===== src/include/lbr_pkg.sv =====
// package: offsets, defaults, masks and ramp timing of the led bank ramp configuration block
package lbr_pkg;

  localparam int unsigned CLK_PERIOD_NS = 25;
  localparam int unsigned RAMP_STEP_NS  = 2048000;
  localparam int unsigned RAMP_STEP_CYC = (RAMP_STEP_NS + CLK_PERIOD_NS - 1) / CLK_PERIOD_NS;
  localparam int unsigned TICK_W        = 17;
  localparam int unsigned DUR_W         = 16;
  localparam int unsigned NUM_BANKS     = 8;

  localparam logic [7:0] OFS_REVISION   = 8'h00;
  localparam logic [7:0] OFS_SRESET     = 8'h01;
  localparam logic [7:0] OFS_HV_ROUTE   = 8'h10;
  localparam logic [7:0] OFS_LV_ROUTE   = 8'h11;
  localparam logic [7:0] OFS_ONOFF_BASE = 8'h12;
  localparam logic [7:0] OFS_ONOFF_C    = 8'h14;
  localparam logic [7:0] OFS_ONOFF_LAST = 8'h19;
  localparam logic [7:0] OFS_RT_AB      = 8'h1A;
  localparam logic [7:0] OFS_SEL_AB     = 8'h1B;
  localparam logic [7:0] OFS_RT_CDE     = 8'h1C;
  localparam logic [7:0] OFS_RT_FGH     = 8'h1D;
  localparam logic [7:0] OFS_BRIGHT     = 8'h1F;

  localparam logic [7:0] RST_HV_ROUTE   = 8'h06;
  localparam logic [7:0] RST_LV_ROUTE   = 8'h36;
  localparam logic [7:0] RST_ZERO       = 8'h00;

  localparam logic [7:0] MSK_HV_ROUTE   = 8'h07;
  localparam logic [7:0] MSK_LV_ROUTE   = 8'h36;
  localparam logic [7:0] MSK_NIBBLE4    = 8'hFF;
  localparam logic [7:0] MSK_NIBBLE3    = 8'h77;
  localparam logic [7:0] MSK_SEL_AB     = 8'h0F;
  localparam logic [7:0] MSK_BRIGHT     = 8'h0F;

  localparam int unsigned BIT_SRESET    = 0;
  localparam int unsigned BIT_LV2       = 1;
  localparam int unsigned BIT_LV3       = 2;
  localparam int unsigned BIT_LV5       = 4;
  localparam int unsigned BIT_LV6       = 5;
  localparam int unsigned BIT_MAP_AB    = 0;
  localparam int unsigned BIT_MAP_CH    = 1;
  localparam int unsigned BIT_DITHER_A  = 2;
  localparam int unsigned BIT_DITHER_B  = 3;

  localparam logic [1:0] SEL_RUNTIME    = 2'b00;
  localparam logic [1:0] SEL_ONOFF      = 2'b01;

  typedef enum logic [2:0] {
    BANK_A = 3'h0, BANK_B = 3'h1, BANK_C = 3'h2, BANK_D = 3'h3,
    BANK_E = 3'h4, BANK_F = 3'h5, BANK_G = 3'h6, BANK_H = 3'h7
  } lbr_bank_e;

  // ramp durations in steps of 2048 us, indexed by the 4-bit code
  localparam logic [DUR_W-1:0] RAMP_TICKS [16] = '{
    16'h0001, 16'h0080, 16'h0100, 16'h0200, 16'h0400, 16'h0800, 16'h1000, 16'h2000,
    16'h4000, 16'h5000, 16'h6000, 16'h7000, 16'h8000, 16'hA000, 16'hC000, 16'hE000
  };

endpackage


===== src/include/lbr_ramp_if.sv =====
// interface: one bank's ramp request and ramp timer status
interface lbr_ramp_if;
  logic                      start;
  logic                      clear;
  logic                      rise;
  logic [lbr_pkg::DUR_W-1:0] ticks;
  logic                      tick;
  logic                      busy;
  logic                      rising;
  modport ctrl  (output start, clear, rise, ticks, tick, input busy, rising);
  modport timer (input start, clear, rise, ticks, tick, output busy, rising);
endinterface


===== src/hw/lbr_ramp_cfg.sv =====
// module: led bank ramp configuration registers, sink routing and per-bank ramp timers
// Behaviour
// Offset 0x00 reads silicon revision in bits 3:0, upper bits zero, read-only.
// Writing one to bit 0 at 0x01 starts a soft reset; bit self-clears.
// 0x10 bits 2:0 route high-voltage sinks 1-3 to bank A or B.
// 0x11 bits 1,2 put low-voltage sinks 2,3 on bank C or D/E.
// 0x11 bits 4,5 put low-voltage sinks 5,6 on bank F or G/H.
// Low-voltage sinks 1 and 4 are fixed to banks C and F.
// 0x12/0x13 hold 4-bit start-up and shutdown codes for banks A, B.
// Ramp codes map to durations from 2048 us up to 117.44 s.
// 0x14 to 0x19 hold 3-bit start-up and shutdown codes, banks C-H.
// 0x1A holds banks A/B run-time ramp up and down codes.
// 0x1B selects A/B run-time ramp: run-time, on/off times, or none.
// 0x1C and 0x1D hold run-time codes for groups C-E and F-H.
// 0x1F bits 3,2 disable dither for banks B and A.
// 0x1F bits 1,0 pick linear or exponential mapping, C-H and A/B.
// Soft reset returns every register here to its power-on default.
module lbr_ramp_cfg #(
  parameter logic [3:0]  SILICON_REV = 4'h1, // arbitrary value
  parameter int unsigned TICK_CYCLES = lbr_pkg::RAMP_STEP_CYC
) (
  input  wire logic                              SYS_CLK,
  input  wire logic                              RESETN,
  input  wire logic [7:0]                        ADDR,
  input  wire logic [7:0]                        WDATA,
  input  wire logic                              WR_EN,
  output logic      [7:0]                        RDATA,
  output logic                                   SOFT_RESET,
  input  wire logic [lbr_pkg::NUM_BANKS-1:0]     BANK_EN,
  input  wire logic [lbr_pkg::NUM_BANKS-1:0]     BRIGHT_UP,
  input  wire logic [lbr_pkg::NUM_BANKS-1:0]     BRIGHT_DOWN,
  output logic      [lbr_pkg::NUM_BANKS-1:0]     RAMP_BUSY,
  output logic      [lbr_pkg::NUM_BANKS-1:0]     RAMP_RISING,
  output logic      [8:0]                        HV_SINK_BANK,
  output logic      [17:0]                       LV_SINK_BANK,
  output logic      [1:0]                        DITHER_EN,
  output logic                                   LINEAR_MAP_AB,
  output logic                                   LINEAR_MAP_CH
);
  import lbr_pkg::*;

  typedef struct packed {
    logic                           sreset;
    logic [7:0]                     hv_route;
    logic [7:0]                     lv_route;
    logic [NUM_BANKS-1:0][7:0]      onoff;
    logic [7:0]                     rt_ab;
    logic [7:0]                     sel_ab;
    logic [7:0]                     rt_cde;
    logic [7:0]                     rt_fgh;
    logic [7:0]                     bright;
    logic [NUM_BANKS-1:0]           en_prev;
    logic [7:0]                     rdata;
    logic [TICK_W-1:0]              tick_cnt;
    logic                           tick;
  } lbr_cfg_s;

  localparam lbr_cfg_s CFG_RESET = '{
    hv_route: RST_HV_ROUTE,
    lv_route: RST_LV_ROUTE,
    default:  '0
  };

  lbr_cfg_s st;
  lbr_cfg_s next_st;

  logic [NUM_BANKS-1:0][3:0]       ramp_code;
  logic [NUM_BANKS-1:0]            ramp_start;
  logic [NUM_BANKS-1:0]            ramp_dir;
  logic [NUM_BANKS-1:0]            ramp_skip;
  logic [DUR_W-1:0]                lut_ticks [NUM_BANKS];
  logic [2:0]                      onoff_idx;

  assign onoff_idx = 3'(ADDR - OFS_ONOFF_BASE);

  // register file, soft reset and step prescaler
  always_comb begin
    next_st = st;
    next_st.en_prev = BANK_EN;
    if (st.tick_cnt == TICK_W'(TICK_CYCLES - 1)) begin
      next_st.tick_cnt = '0;
      next_st.tick     = 1'b1;
    end else begin
      next_st.tick_cnt = st.tick_cnt + 1'b1;
      next_st.tick     = 1'b0;
    end
    // a write landing in the soft reset cycle is dropped so the defaults stick
    if (st.sreset) begin
      next_st.sreset   = 1'b0;
      next_st.hv_route = RST_HV_ROUTE;
      next_st.lv_route = RST_LV_ROUTE;
      next_st.onoff    = '0;
      next_st.rt_ab    = RST_ZERO;
      next_st.sel_ab   = RST_ZERO;
      next_st.rt_cde   = RST_ZERO;
      next_st.rt_fgh   = RST_ZERO;
      next_st.bright   = RST_ZERO;
    end else if (WR_EN) begin
      if (ADDR == OFS_SRESET) begin
        next_st.sreset = WDATA[BIT_SRESET];
      end else if (ADDR == OFS_HV_ROUTE) begin
        next_st.hv_route = WDATA & MSK_HV_ROUTE;
      end else if (ADDR == OFS_LV_ROUTE) begin
        next_st.lv_route = WDATA & MSK_LV_ROUTE;
      end else if (ADDR >= OFS_ONOFF_BASE && ADDR < OFS_ONOFF_C) begin
        next_st.onoff[onoff_idx] = WDATA & MSK_NIBBLE4;
      end else if (ADDR >= OFS_ONOFF_C && ADDR <= OFS_ONOFF_LAST) begin
        next_st.onoff[onoff_idx] = WDATA & MSK_NIBBLE3;
      end else if (ADDR == OFS_RT_AB) begin
        next_st.rt_ab = WDATA & MSK_NIBBLE4;
      end else if (ADDR == OFS_SEL_AB) begin
        next_st.sel_ab = WDATA & MSK_SEL_AB;
      end else if (ADDR == OFS_RT_CDE) begin
        next_st.rt_cde = WDATA & MSK_NIBBLE3;
      end else if (ADDR == OFS_RT_FGH) begin
        next_st.rt_fgh = WDATA & MSK_NIBBLE3;
      end else if (ADDR == OFS_BRIGHT) begin
        next_st.bright = WDATA & MSK_BRIGHT;
      end
    end
    // read data follows the address one cycle later; unmapped offsets read zero
    if (ADDR == OFS_REVISION) begin
      next_st.rdata = {4'h0, SILICON_REV};
    end else if (ADDR == OFS_SRESET) begin
      next_st.rdata = {7'h00, st.sreset};
    end else if (ADDR == OFS_HV_ROUTE) begin
      next_st.rdata = st.hv_route;
    end else if (ADDR == OFS_LV_ROUTE) begin
      next_st.rdata = st.lv_route;
    end else if (ADDR >= OFS_ONOFF_BASE && ADDR <= OFS_ONOFF_LAST) begin
      next_st.rdata = st.onoff[onoff_idx];
    end else if (ADDR == OFS_RT_AB) begin
      next_st.rdata = st.rt_ab;
    end else if (ADDR == OFS_SEL_AB) begin
      next_st.rdata = st.sel_ab;
    end else if (ADDR == OFS_RT_CDE) begin
      next_st.rdata = st.rt_cde;
    end else if (ADDR == OFS_RT_FGH) begin
      next_st.rdata = st.rt_fgh;
    end else if (ADDR == OFS_BRIGHT) begin
      next_st.rdata = st.bright;
    end else begin
      next_st.rdata = 8'h00;
    end
  end

  always_ff @(posedge SYS_CLK or negedge RESETN) begin
    if (!RESETN) begin
      st <= CFG_RESET;
    end else begin
      st <= next_st;
    end
  end

  // ramp request: enable edges take the on/off codes, brightness steps the run-time codes (banks A/B: run-time, on/off or none per 0x1B)
  always_comb begin
    ramp_code  = '0;
    ramp_start = '0;
    ramp_dir   = '0;
    ramp_skip  = '0;
    for (int b = 0; b < NUM_BANKS; b++) begin
      if (BANK_EN[b] && !st.en_prev[b]) begin
        ramp_start[b] = 1'b1;
        ramp_dir[b]   = 1'b1;
        ramp_code[b]  = st.onoff[b][7:4];
      end else if (!BANK_EN[b] && st.en_prev[b]) begin
        ramp_start[b] = 1'b1;
        ramp_code[b]  = st.onoff[b][3:0];
      end else if (BRIGHT_UP[b] || BRIGHT_DOWN[b]) begin
        ramp_start[b] = 1'b1;
        ramp_dir[b]   = BRIGHT_UP[b];
        if (b < 2) begin
          if (st.sel_ab[2*b+1]) begin
            ramp_skip[b] = 1'b1;
          end else if (st.sel_ab[2*b +: 2] == SEL_ONOFF) begin
            ramp_code[b] = BRIGHT_UP[b] ? st.onoff[b][7:4] : st.onoff[b][3:0];
          end else begin
            ramp_code[b] = BRIGHT_UP[b] ? st.rt_ab[7:4] : st.rt_ab[3:0];
          end
        end else if (b < 5) begin
          ramp_code[b] = BRIGHT_UP[b] ? st.rt_cde[7:4] : st.rt_cde[3:0];
        end else begin
          ramp_code[b] = BRIGHT_UP[b] ? st.rt_fgh[7:4] : st.rt_fgh[3:0];
        end
      end
    end
  end

  generate
    for (genvar g = 0; g < NUM_BANKS; g++) begin : g_bank
      lbr_ramp_if rif ();

      lbr_ramp_lut u_lut (
        .code  (ramp_code[g]),
        .ticks (lut_ticks[g])
      );

      assign rif.start = ramp_start[g];
      assign rif.clear = st.sreset;
      assign rif.rise  = ramp_dir[g];
      assign rif.ticks = ramp_skip[g] ? '0 : lut_ticks[g];
      assign rif.tick  = st.tick;

      lbr_ramp_timer u_timer (
        .clk    (SYS_CLK),
        .resetn (RESETN),
        .rif    (rif.timer)
      );

      assign RAMP_BUSY[g]   = rif.busy;
      assign RAMP_RISING[g] = rif.rising;
    end
  endgenerate

  always_comb begin
    for (int i = 0; i < 3; i++) begin
      HV_SINK_BANK[3*i +: 3] = st.hv_route[i] ? BANK_B : BANK_A;
    end
  end

  assign LV_SINK_BANK[2:0]   = BANK_C;
  assign LV_SINK_BANK[5:3]   = st.lv_route[BIT_LV2] ? BANK_D : BANK_C;
  assign LV_SINK_BANK[8:6]   = st.lv_route[BIT_LV3] ? BANK_E : BANK_C;
  assign LV_SINK_BANK[11:9]  = BANK_F;
  assign LV_SINK_BANK[14:12] = st.lv_route[BIT_LV5] ? BANK_G : BANK_F;
  assign LV_SINK_BANK[17:15] = st.lv_route[BIT_LV6] ? BANK_H : BANK_F;

  assign DITHER_EN[0]  = !st.bright[BIT_DITHER_A];
  assign DITHER_EN[1]  = !st.bright[BIT_DITHER_B];
  assign LINEAR_MAP_AB = st.bright[BIT_MAP_AB];
  assign LINEAR_MAP_CH = st.bright[BIT_MAP_CH];
  assign SOFT_RESET    = st.sreset;
  assign RDATA         = st.rdata;
endmodule // lbr_ramp_cfg


===== src/hw/lbr_ramp_lut.sv =====
// module: maps a 4-bit ramp code to a duration in 2048 us steps
module lbr_ramp_lut (
  input  wire logic [3:0]                code,
  output logic      [lbr_pkg::DUR_W-1:0] ticks
);
  import lbr_pkg::*;

  always_comb begin
    ticks = RAMP_TICKS[code];
  end

endmodule // lbr_ramp_lut


===== src/hw/lbr_ramp_timer.sv =====
// module: one bank's ramp timer, counts down the loaded number of steps
module lbr_ramp_timer (
  input wire logic  clk,
  input wire logic  resetn,
  lbr_ramp_if.timer rif
);
  import lbr_pkg::*;

  typedef struct packed {
    logic [DUR_W-1:0] remain;
    logic             rising;
  } lbr_timer_s;

  lbr_timer_s st;
  lbr_timer_s next_st;

  // a new request reloads its full step count and restarts the ramp, an old one is dropped
  always_comb begin
    next_st = st;
    if (rif.clear) begin
      next_st = '0;
    end else if (rif.start) begin
      next_st.remain = rif.ticks;
      next_st.rising = rif.rise;
    end else if (rif.tick && st.remain != '0) begin
      next_st.remain = st.remain - 1'b1;
    end
  end

  always_ff @(posedge clk or negedge resetn) begin
    if (!resetn) begin
      st <= '0;
    end else begin
      st <= next_st;
    end
  end

  assign rif.busy   = (st.remain != '0);
  assign rif.rising = st.rising;
endmodule // lbr_ramp_timer


===== config.mk =====
export PLATFORM = sky130hd
export DESIGN_NAME = lbr_ramp_cfg
export DESIGN_NICKNAME = d
export VERILOG_FILES = /design/src/include/lbr_pkg.sv /design/src/include/lbr_ramp_if.sv /design/src/hw/lbr_ramp_cfg.sv /design/src/hw/lbr_ramp_lut.sv /design/src/hw/lbr_ramp_timer.sv
export SDC_FILE = /design/constraint.sdc
export NUM_CORES = 1
export LEC_CHECK = 0
export BUFFER_PORTS_ARGS = -buffer_cell sky130_fd_sc_hd__buf_4
export CORE_ASPECT_RATIO = 1.4
export CORE_UTILIZATION = 50
export DETAILED_ROUTE_END_ITERATION = 7
export GPL_ROUTABILITY_DRIVEN = 0
export PLACE_DENSITY = 0.78
export SLEW_MARGIN = 5
export SYNTH_ARGS = -nofsm -noshare
export SYNTH_HDL_FRONTEND = slang
export SYNTH_HIERARCHICAL = 1
export SYNTH_SLANG_ARGS = --single-unit

===== constraint.sdc =====
create_clock -name SYS_CLK -period 4.8 [get_ports SYS_CLK]
set_input_delay 0.48 -clock SYS_CLK [delete_from_list [all_inputs] [get_ports SYS_CLK]]
set_output_delay 0.48 -clock SYS_CLK [all_outputs]
set_load 0.02 [all_outputs]

=== Word-level counts from Yosys, hierarchy flattened ===
Memories as Yosys holds them, arrays and structs flattened.
Index checks and enable logic that the tools add are counted.

* Add/subtract/negate cells: 10
* $lt $le $gt $ge: 14
* Equal/unequal tests: 20
* Mux-type cells: 189
* Bitwise logic cells: 8
* Reduce and logical (&&, ||, !) cells: 96

{| class="wikitable"
|+ Operators with widths
! kind !! count
|-
| two-way mux 16 bit || 35
|-
| two-way mux 121 bit || 2
|-
| two-way mux 8 bit || 20
|-
| two-way mux 4 bit || 38
|-
| two-way mux 17 bit || 8
|-
| bitwise mux 64 bit || 2
|-
| two-way mux 64 bit || 2
|-
| nonzero test 16 bit || 8
|-
| subtractor 16 x 1 -> 16 bit (second input constant) || 8
|-
| two-way mux 120 bit || 1
|-
| two-way mux 112 bit || 1
|-
| two-way mux 104 bit || 1
|-
| two-way mux 40 bit || 2
|-
| two-way mux 1 bit || 69
|-
| == test 8 x 5 -> 1 bit (second input constant) || 7
|-
| >= comparator 5 bit (second input constant) || 8
|-
| NOT 4 -> 5 bit || 8
|-
| two-way mux 32 bit || 1
|-
| nonzero test 2 bit || 16
|-
| logical AND 1 bit || 28
|-
| nonzero test 3 bit || 9
|-
| binary-select mux 8 bit (select 3 bit) || 1
|-
| demux 8 bit (select 3 bit) || 1
|-
| two-way mux 24 bit || 1
|-
| 25 further kinds || 60
|}

* Register bits after elaboration: 291
* ROM bits: 2048
* Bits of input ports: 43
* Output and inout bits: 56
* Memories kept: 8

{| class="wikitable"
|+ Memory list
! name !! words !! bits a word !! rd ports !! clocked after Yosys merged registers in !! wr ports !! RTL line !! RTL
|-
| (name not given) || 16 || 16 || 1 || 0 || 0 || lbr_ramp_lut.sv:9 || <nowiki>ticks = RAMP_TICKS[code];</nowiki>
|-
| (name not given) || 16 || 16 || 1 || 0 || 0 || lbr_ramp_lut.sv:9 ||
|-
| (name not given) || 16 || 16 || 1 || 0 || 0 || lbr_ramp_lut.sv:9 ||
|-
| (name not given) || 16 || 16 || 1 || 0 || 0 || lbr_ramp_lut.sv:9 ||
|-
| (name not given) || 16 || 16 || 1 || 0 || 0 || lbr_ramp_lut.sv:9 ||
|-
| (name not given) || 16 || 16 || 1 || 0 || 0 || lbr_ramp_lut.sv:9 ||
|-
| +2 memories || -- || -- || -- || -- || -- || -- ||
|}

=== Depth between registers and ports, before layout ===
* Word-level depth: 13
* Depth in mapped cells: 11
* Gate-level depth less buffers: 9

=== Hierarchy ===
Netlist, hierarchy kept.

{| class="wikitable"
|+ Modules (own cells, without submodules)
! module !! times used !! cells each !! area an instance (um^2) !! sequential area each (um^2)
|-
| lbr_ramp_timer || 8 || 124 || 1108.6 || 425.4
|-
| lbr_ramp_cfg || 1 || 877 || 8783.4 || 3360.7
|-
| lbr_ramp_lut at g_bank[0].u_lut ... || 7 || 27 || 195.2 || 0.0
|-
| lbr_ramp_lut at g_bank[2].u_lut || 1 || 28 || 201.4 || 0.0
|}

=== Least setup slack after synthesis ===
Ideal clock, no wire load.

* Kind: reg-to-reg
* From: register st (netlist bit g_bank[0].rif.tick)
* To: register g_bank[0].u_timer/st[16] in the netlist's numbering
* Setup time: 0.086 ns
* Arrival: 2.532 ns
* Required time: 4.714 ns
* Slack: 2.182 ns
* Cell stages (with the launch flop): 6
* Buffers on the path: 0
* Period minus slack after synthesis: 2.618 ns
* Cell sequence: dfrtp_1 -> or4b_2 -> nor4_1 -> nand3_1 -> o211a_1 -> nor3_1

* Longest elaborated chain between the ends: 2

{| class="wikitable"
|+ RTL lines
! element !! RTL line !! RTL
|-
| start: declaration || lbr_ramp_cfg.sv:64 || <nowiki>lbr_cfg_s st;</nowiki>
|-
| start signal: assignment || lbr_ramp_cfg.sv:151 || <nowiki>st <= next_st;</nowiki>
|-
| logical AND 1 bit || lbr_ramp_timer.sv:25 || <nowiki>end else if (rif.tick && st.remain != '0) begin</nowiki>
|-
| nonzero test 3 bit (no source line) || -- ||
|-
| end signal: assignment || lbr_ramp_timer.sv:34 || <nowiki>st <= next_st;</nowiki>
|-
| end: declaration || lbr_ramp_timer.sv:14 || <nowiki>lbr_timer_s st;</nowiki>
|}

No other way between the ends.
A chain may end at the register's enable or synchronous reset.

=== Final worst setup path ===
* From: register st (netlist bit SOFT_RESET)
* To: output port SOFT_RESET

{| class="wikitable"
|+ RTL lines
! element !! RTL line !! RTL
|-
| end: declaration || lbr_ramp_cfg.sv:28 || <nowiki>output logic SOFT_RESET,</nowiki>
|}

No word-level cell between the ends.

==> run metrics <==
Rows 84; vias in the first global route 15600; DR iter-0 viols 1025; Setup violations, final 0; die area 39200 µm²; Synth Instances 2086; net switching power 1.79 mW; I/O pins 99; met3 WL 3.29 mm; cell family with most CP delay flip-flops; asr flop ratio synth 100%; Yosys reg bits 270; area of the mapped netlist 19200 µm²; P&R area growth vs syn 6.22%; antenna violations before repair 0; Skew-Pair Late Insertion Delay 570 ps; r2r endpoint g_bank[1].u_timer/st[13]; Comb pwr share 16.7%; CP peak stage delay 1020 ps; maximum vdd drop 0.241 mV; CP startpoint kind flip-flop; Reg area roughly 6800 µm²; Antenna Nets Post-Route 0; Core Box Area approximately 38000 µm²; pin count of the biggest net entering global routing 142; Tmin final 2940 ps; post-layout instance area 20400 µm²; Setup TNS Final 0 ps; clock sink total 270; Die H between 200 and 250 µm; max_slew headroom 28.9%; clock power share between 30 and 40%; Slew @ Worst Pin 1040 ps; critical path class flip-flop to primary output; Reg power frac a little over two fifths; stages on the worst setup path 2; Root Driver clkbuf_16; number of flops mapped to enable cells by yosys 0; initial core utilization 50.9%; via count about 16000; Hold WC Path Type input pin to flip-flop; worst hold path depth 1; Tot GR Track Use 25.0%; Seq/Total Area, Yosys 35.2%; reg2reg path depth 9; Crit. Startpoint SOFT_RESET; drt total wl about 49 mm; Post-DP HPWL 34.2 mm; Buf/Inv on CP 2; DIE WIDTH 168 µm; Max-Cap Viols 0; Synth Flop Type dfrtp_1; Final #Nets between 2000 and 2500; area occupied by multi-input gates about 11000 µm²; H-tree levels 1; final slew viol count 0; Clock transition at path regs 60 ps; Switching Fraction 29.1%; TritonCTS buffer count 28; GRT overflow 0; area post-placement 19400 µm²; P per Cell Area 302 nW/µm²; critical-path cell list buf_12 -> buf_4; DRC errors left 0; first-pass GRT wire length approximately 80 mm; Synthesis Warnings 6; crit path max fanout 141; flop-to-flop setup slack 2050 ps; worst endpoint required time roughly 4300 ps; worst-case clock buffer depth 3; reg2reg start st[27]; count of final hold-check violations 0; Port Buffer Count 80; highest routed metal layer met4; Peak Freq 340 MHz; ANT cells 0; CTS tree yes; met2 routed WL ~24 mm; Leakage 8.17 nW; Critical Path AT between 2000 and 2500 ps; first-pass detailed-route iteration total 7; critical path endpoint category primary output; Worst Skew 14.6 ps; post-cts resize count 0; mean post-synth cell area 9.21 µm²; Unique masters post-synth 78; Slowest-stage cell, CP dfrtp_4; RSZ-0062 raised after global routing no; status completed; vias per cell between 6 and 7; post-DR wirelength/cell 19.3 µm; Fillers between 3000 and 4000; met1 wire length 19.4 mm; P_int 4.37 mW; CP endpoint SOFT_RESET; share of post-route cells with drive strength above 1 14.5%; final worst-path cycle share roughly three fifths
## final cells by class
cell class	instances	share of cell area (%)
clock buffers	38	3.92
clock inverters	14	1.12
inverters	68	1.25
multi-input cells	1587	54.2
flip-flops and latches	270	33.2
well taps	473	2.90
repair buffers	87	3.43
## worst min-delay path by stage
stage | start | slack [ps] | to
after global routing | BANK_EN[0] | 40 | st[26]
after CTS | BANK_EN[0] | 20 | st[26]
after detailed placement | st[11] | 480 | st[11]
after floorplan | RESETN | 180 | LINEAR_MAP_AB
after global placement | st[16] | 480 | st[16]
final | BANK_EN[0] | 50 | st[26]
## power groups by stage
stage | clock network [mW] | logic (mW) | registers (mW)
floorplan | 0 | 0.848 | 2.62
global placement | 0 | 0.983 | 2.70
detailed placement | 0 | 1.02 | 2.71
CTS | 2.48 | 1.03 | 2.67
global route | 2.57 | 1.14 | 2.70
finish | 2.45 | 1.03 | 2.68
## kinds of logic (layout without fill, tap and decap cells)
kind of cell	after synthesis	count (layout)	synth area share, %
AO/OA/AOI/OAI	352	352	13.4
XOR/XNOR	77	77	3.51
adder cells (fa/ha/maj)	13	13	0.846
buffers and inverters	285	207	8.29
flip-flops	270	270	35.2
multiplexers	163	163	10.1
other	10	66	0.195
AND/OR/NAND/NOR	916	916	28.5
## synthesized netlist by cell type, types with 24 or more instances
master / instances / area, µm²
a211oi_1: 56 / 420
a21oi_1: 34 / 170
buf_4: 105 / 788
clkbuf_1: 78 / 293
dfrtp_1: 264 / 6610
inv_1: 60 / 225
mux2i_1: 135 / 1350
mux4_2: 24 / 541
nand2_1: 135 / 507
nand2b_1: 80 / 500
nand3_1: 48 / 240
nand3b_1: 47 / 353
nor2_1: 192 / 721
nor2b_1: 53 / 332
nor3_1: 60 / 300
nor4_1: 84 / 526
o211a_1: 24 / 240
o21ai_0: 74 / 370
or4_1: 38 / 285
xnor2_1: 55 / 482
## sequential cells by signal, summed over array words and instances (netlist names)
name                       cells
st                           122
g_bank.u_timer/st            128
LINEAR_MAP_CH                  1
g_bank.u_timer/rif.rising      8
LINEAR_MAP_AB                  1
g_bank.rif.tick                1
SOFT_RESET                     1
RDATA                          8
## per-stage QoR
step | hold WS, ps | setup slack [ps] | total power [mW] | std cells | util [%]
3_5_place_dp | 480 | 1910 | 3.73 | 2484 | 51.4
3_3_place_gp | 476 | 2000 | 3.68 | 2484 | 51.4
5_1_grt | 42.9 | 1740 | 6.41 | 2537 | 54.1
4_1_cts | 24.6 | 1850 | 6.18 | 2537 | 54.1
6_report | 46.2 | 1860 | 6.16 | 2537 | 54.1
2_1_floorplan | 184 | 2180 | 3.46 | 2142 | -
## placed cells by master, fill, tap and decap left out, types with 34 or more instances in the layout
cell type and count:
nor4_1 84, a211oi_1 56, nand3_1 48, buf_4 82, nand2b_1 80, xnor2_1 55, nor3_1 60, conb_1 66
nand2_1 135, nor2b_1 53, dfrtp_1 262, nor2_1 192, a21oi_1 34, mux2i_1 135, nand3b_1 47, o21ai_0 74
inv_1 60, or4_1 38
## metal layers
layer	up-vias	GRT usage, %
met3	165	3.85
li1	7400	-
met1	7755	30.4
met5	-	0
met4	0	13.6
met2	622	42.9
## timing repair
action / in CTS / in global routing
endpoints found under the hold margin: 1 / 0
hold buffers: 1 / 0
buffers inserted: 0 / 0
Note: power is estimated with default switching activity, not from simulation.
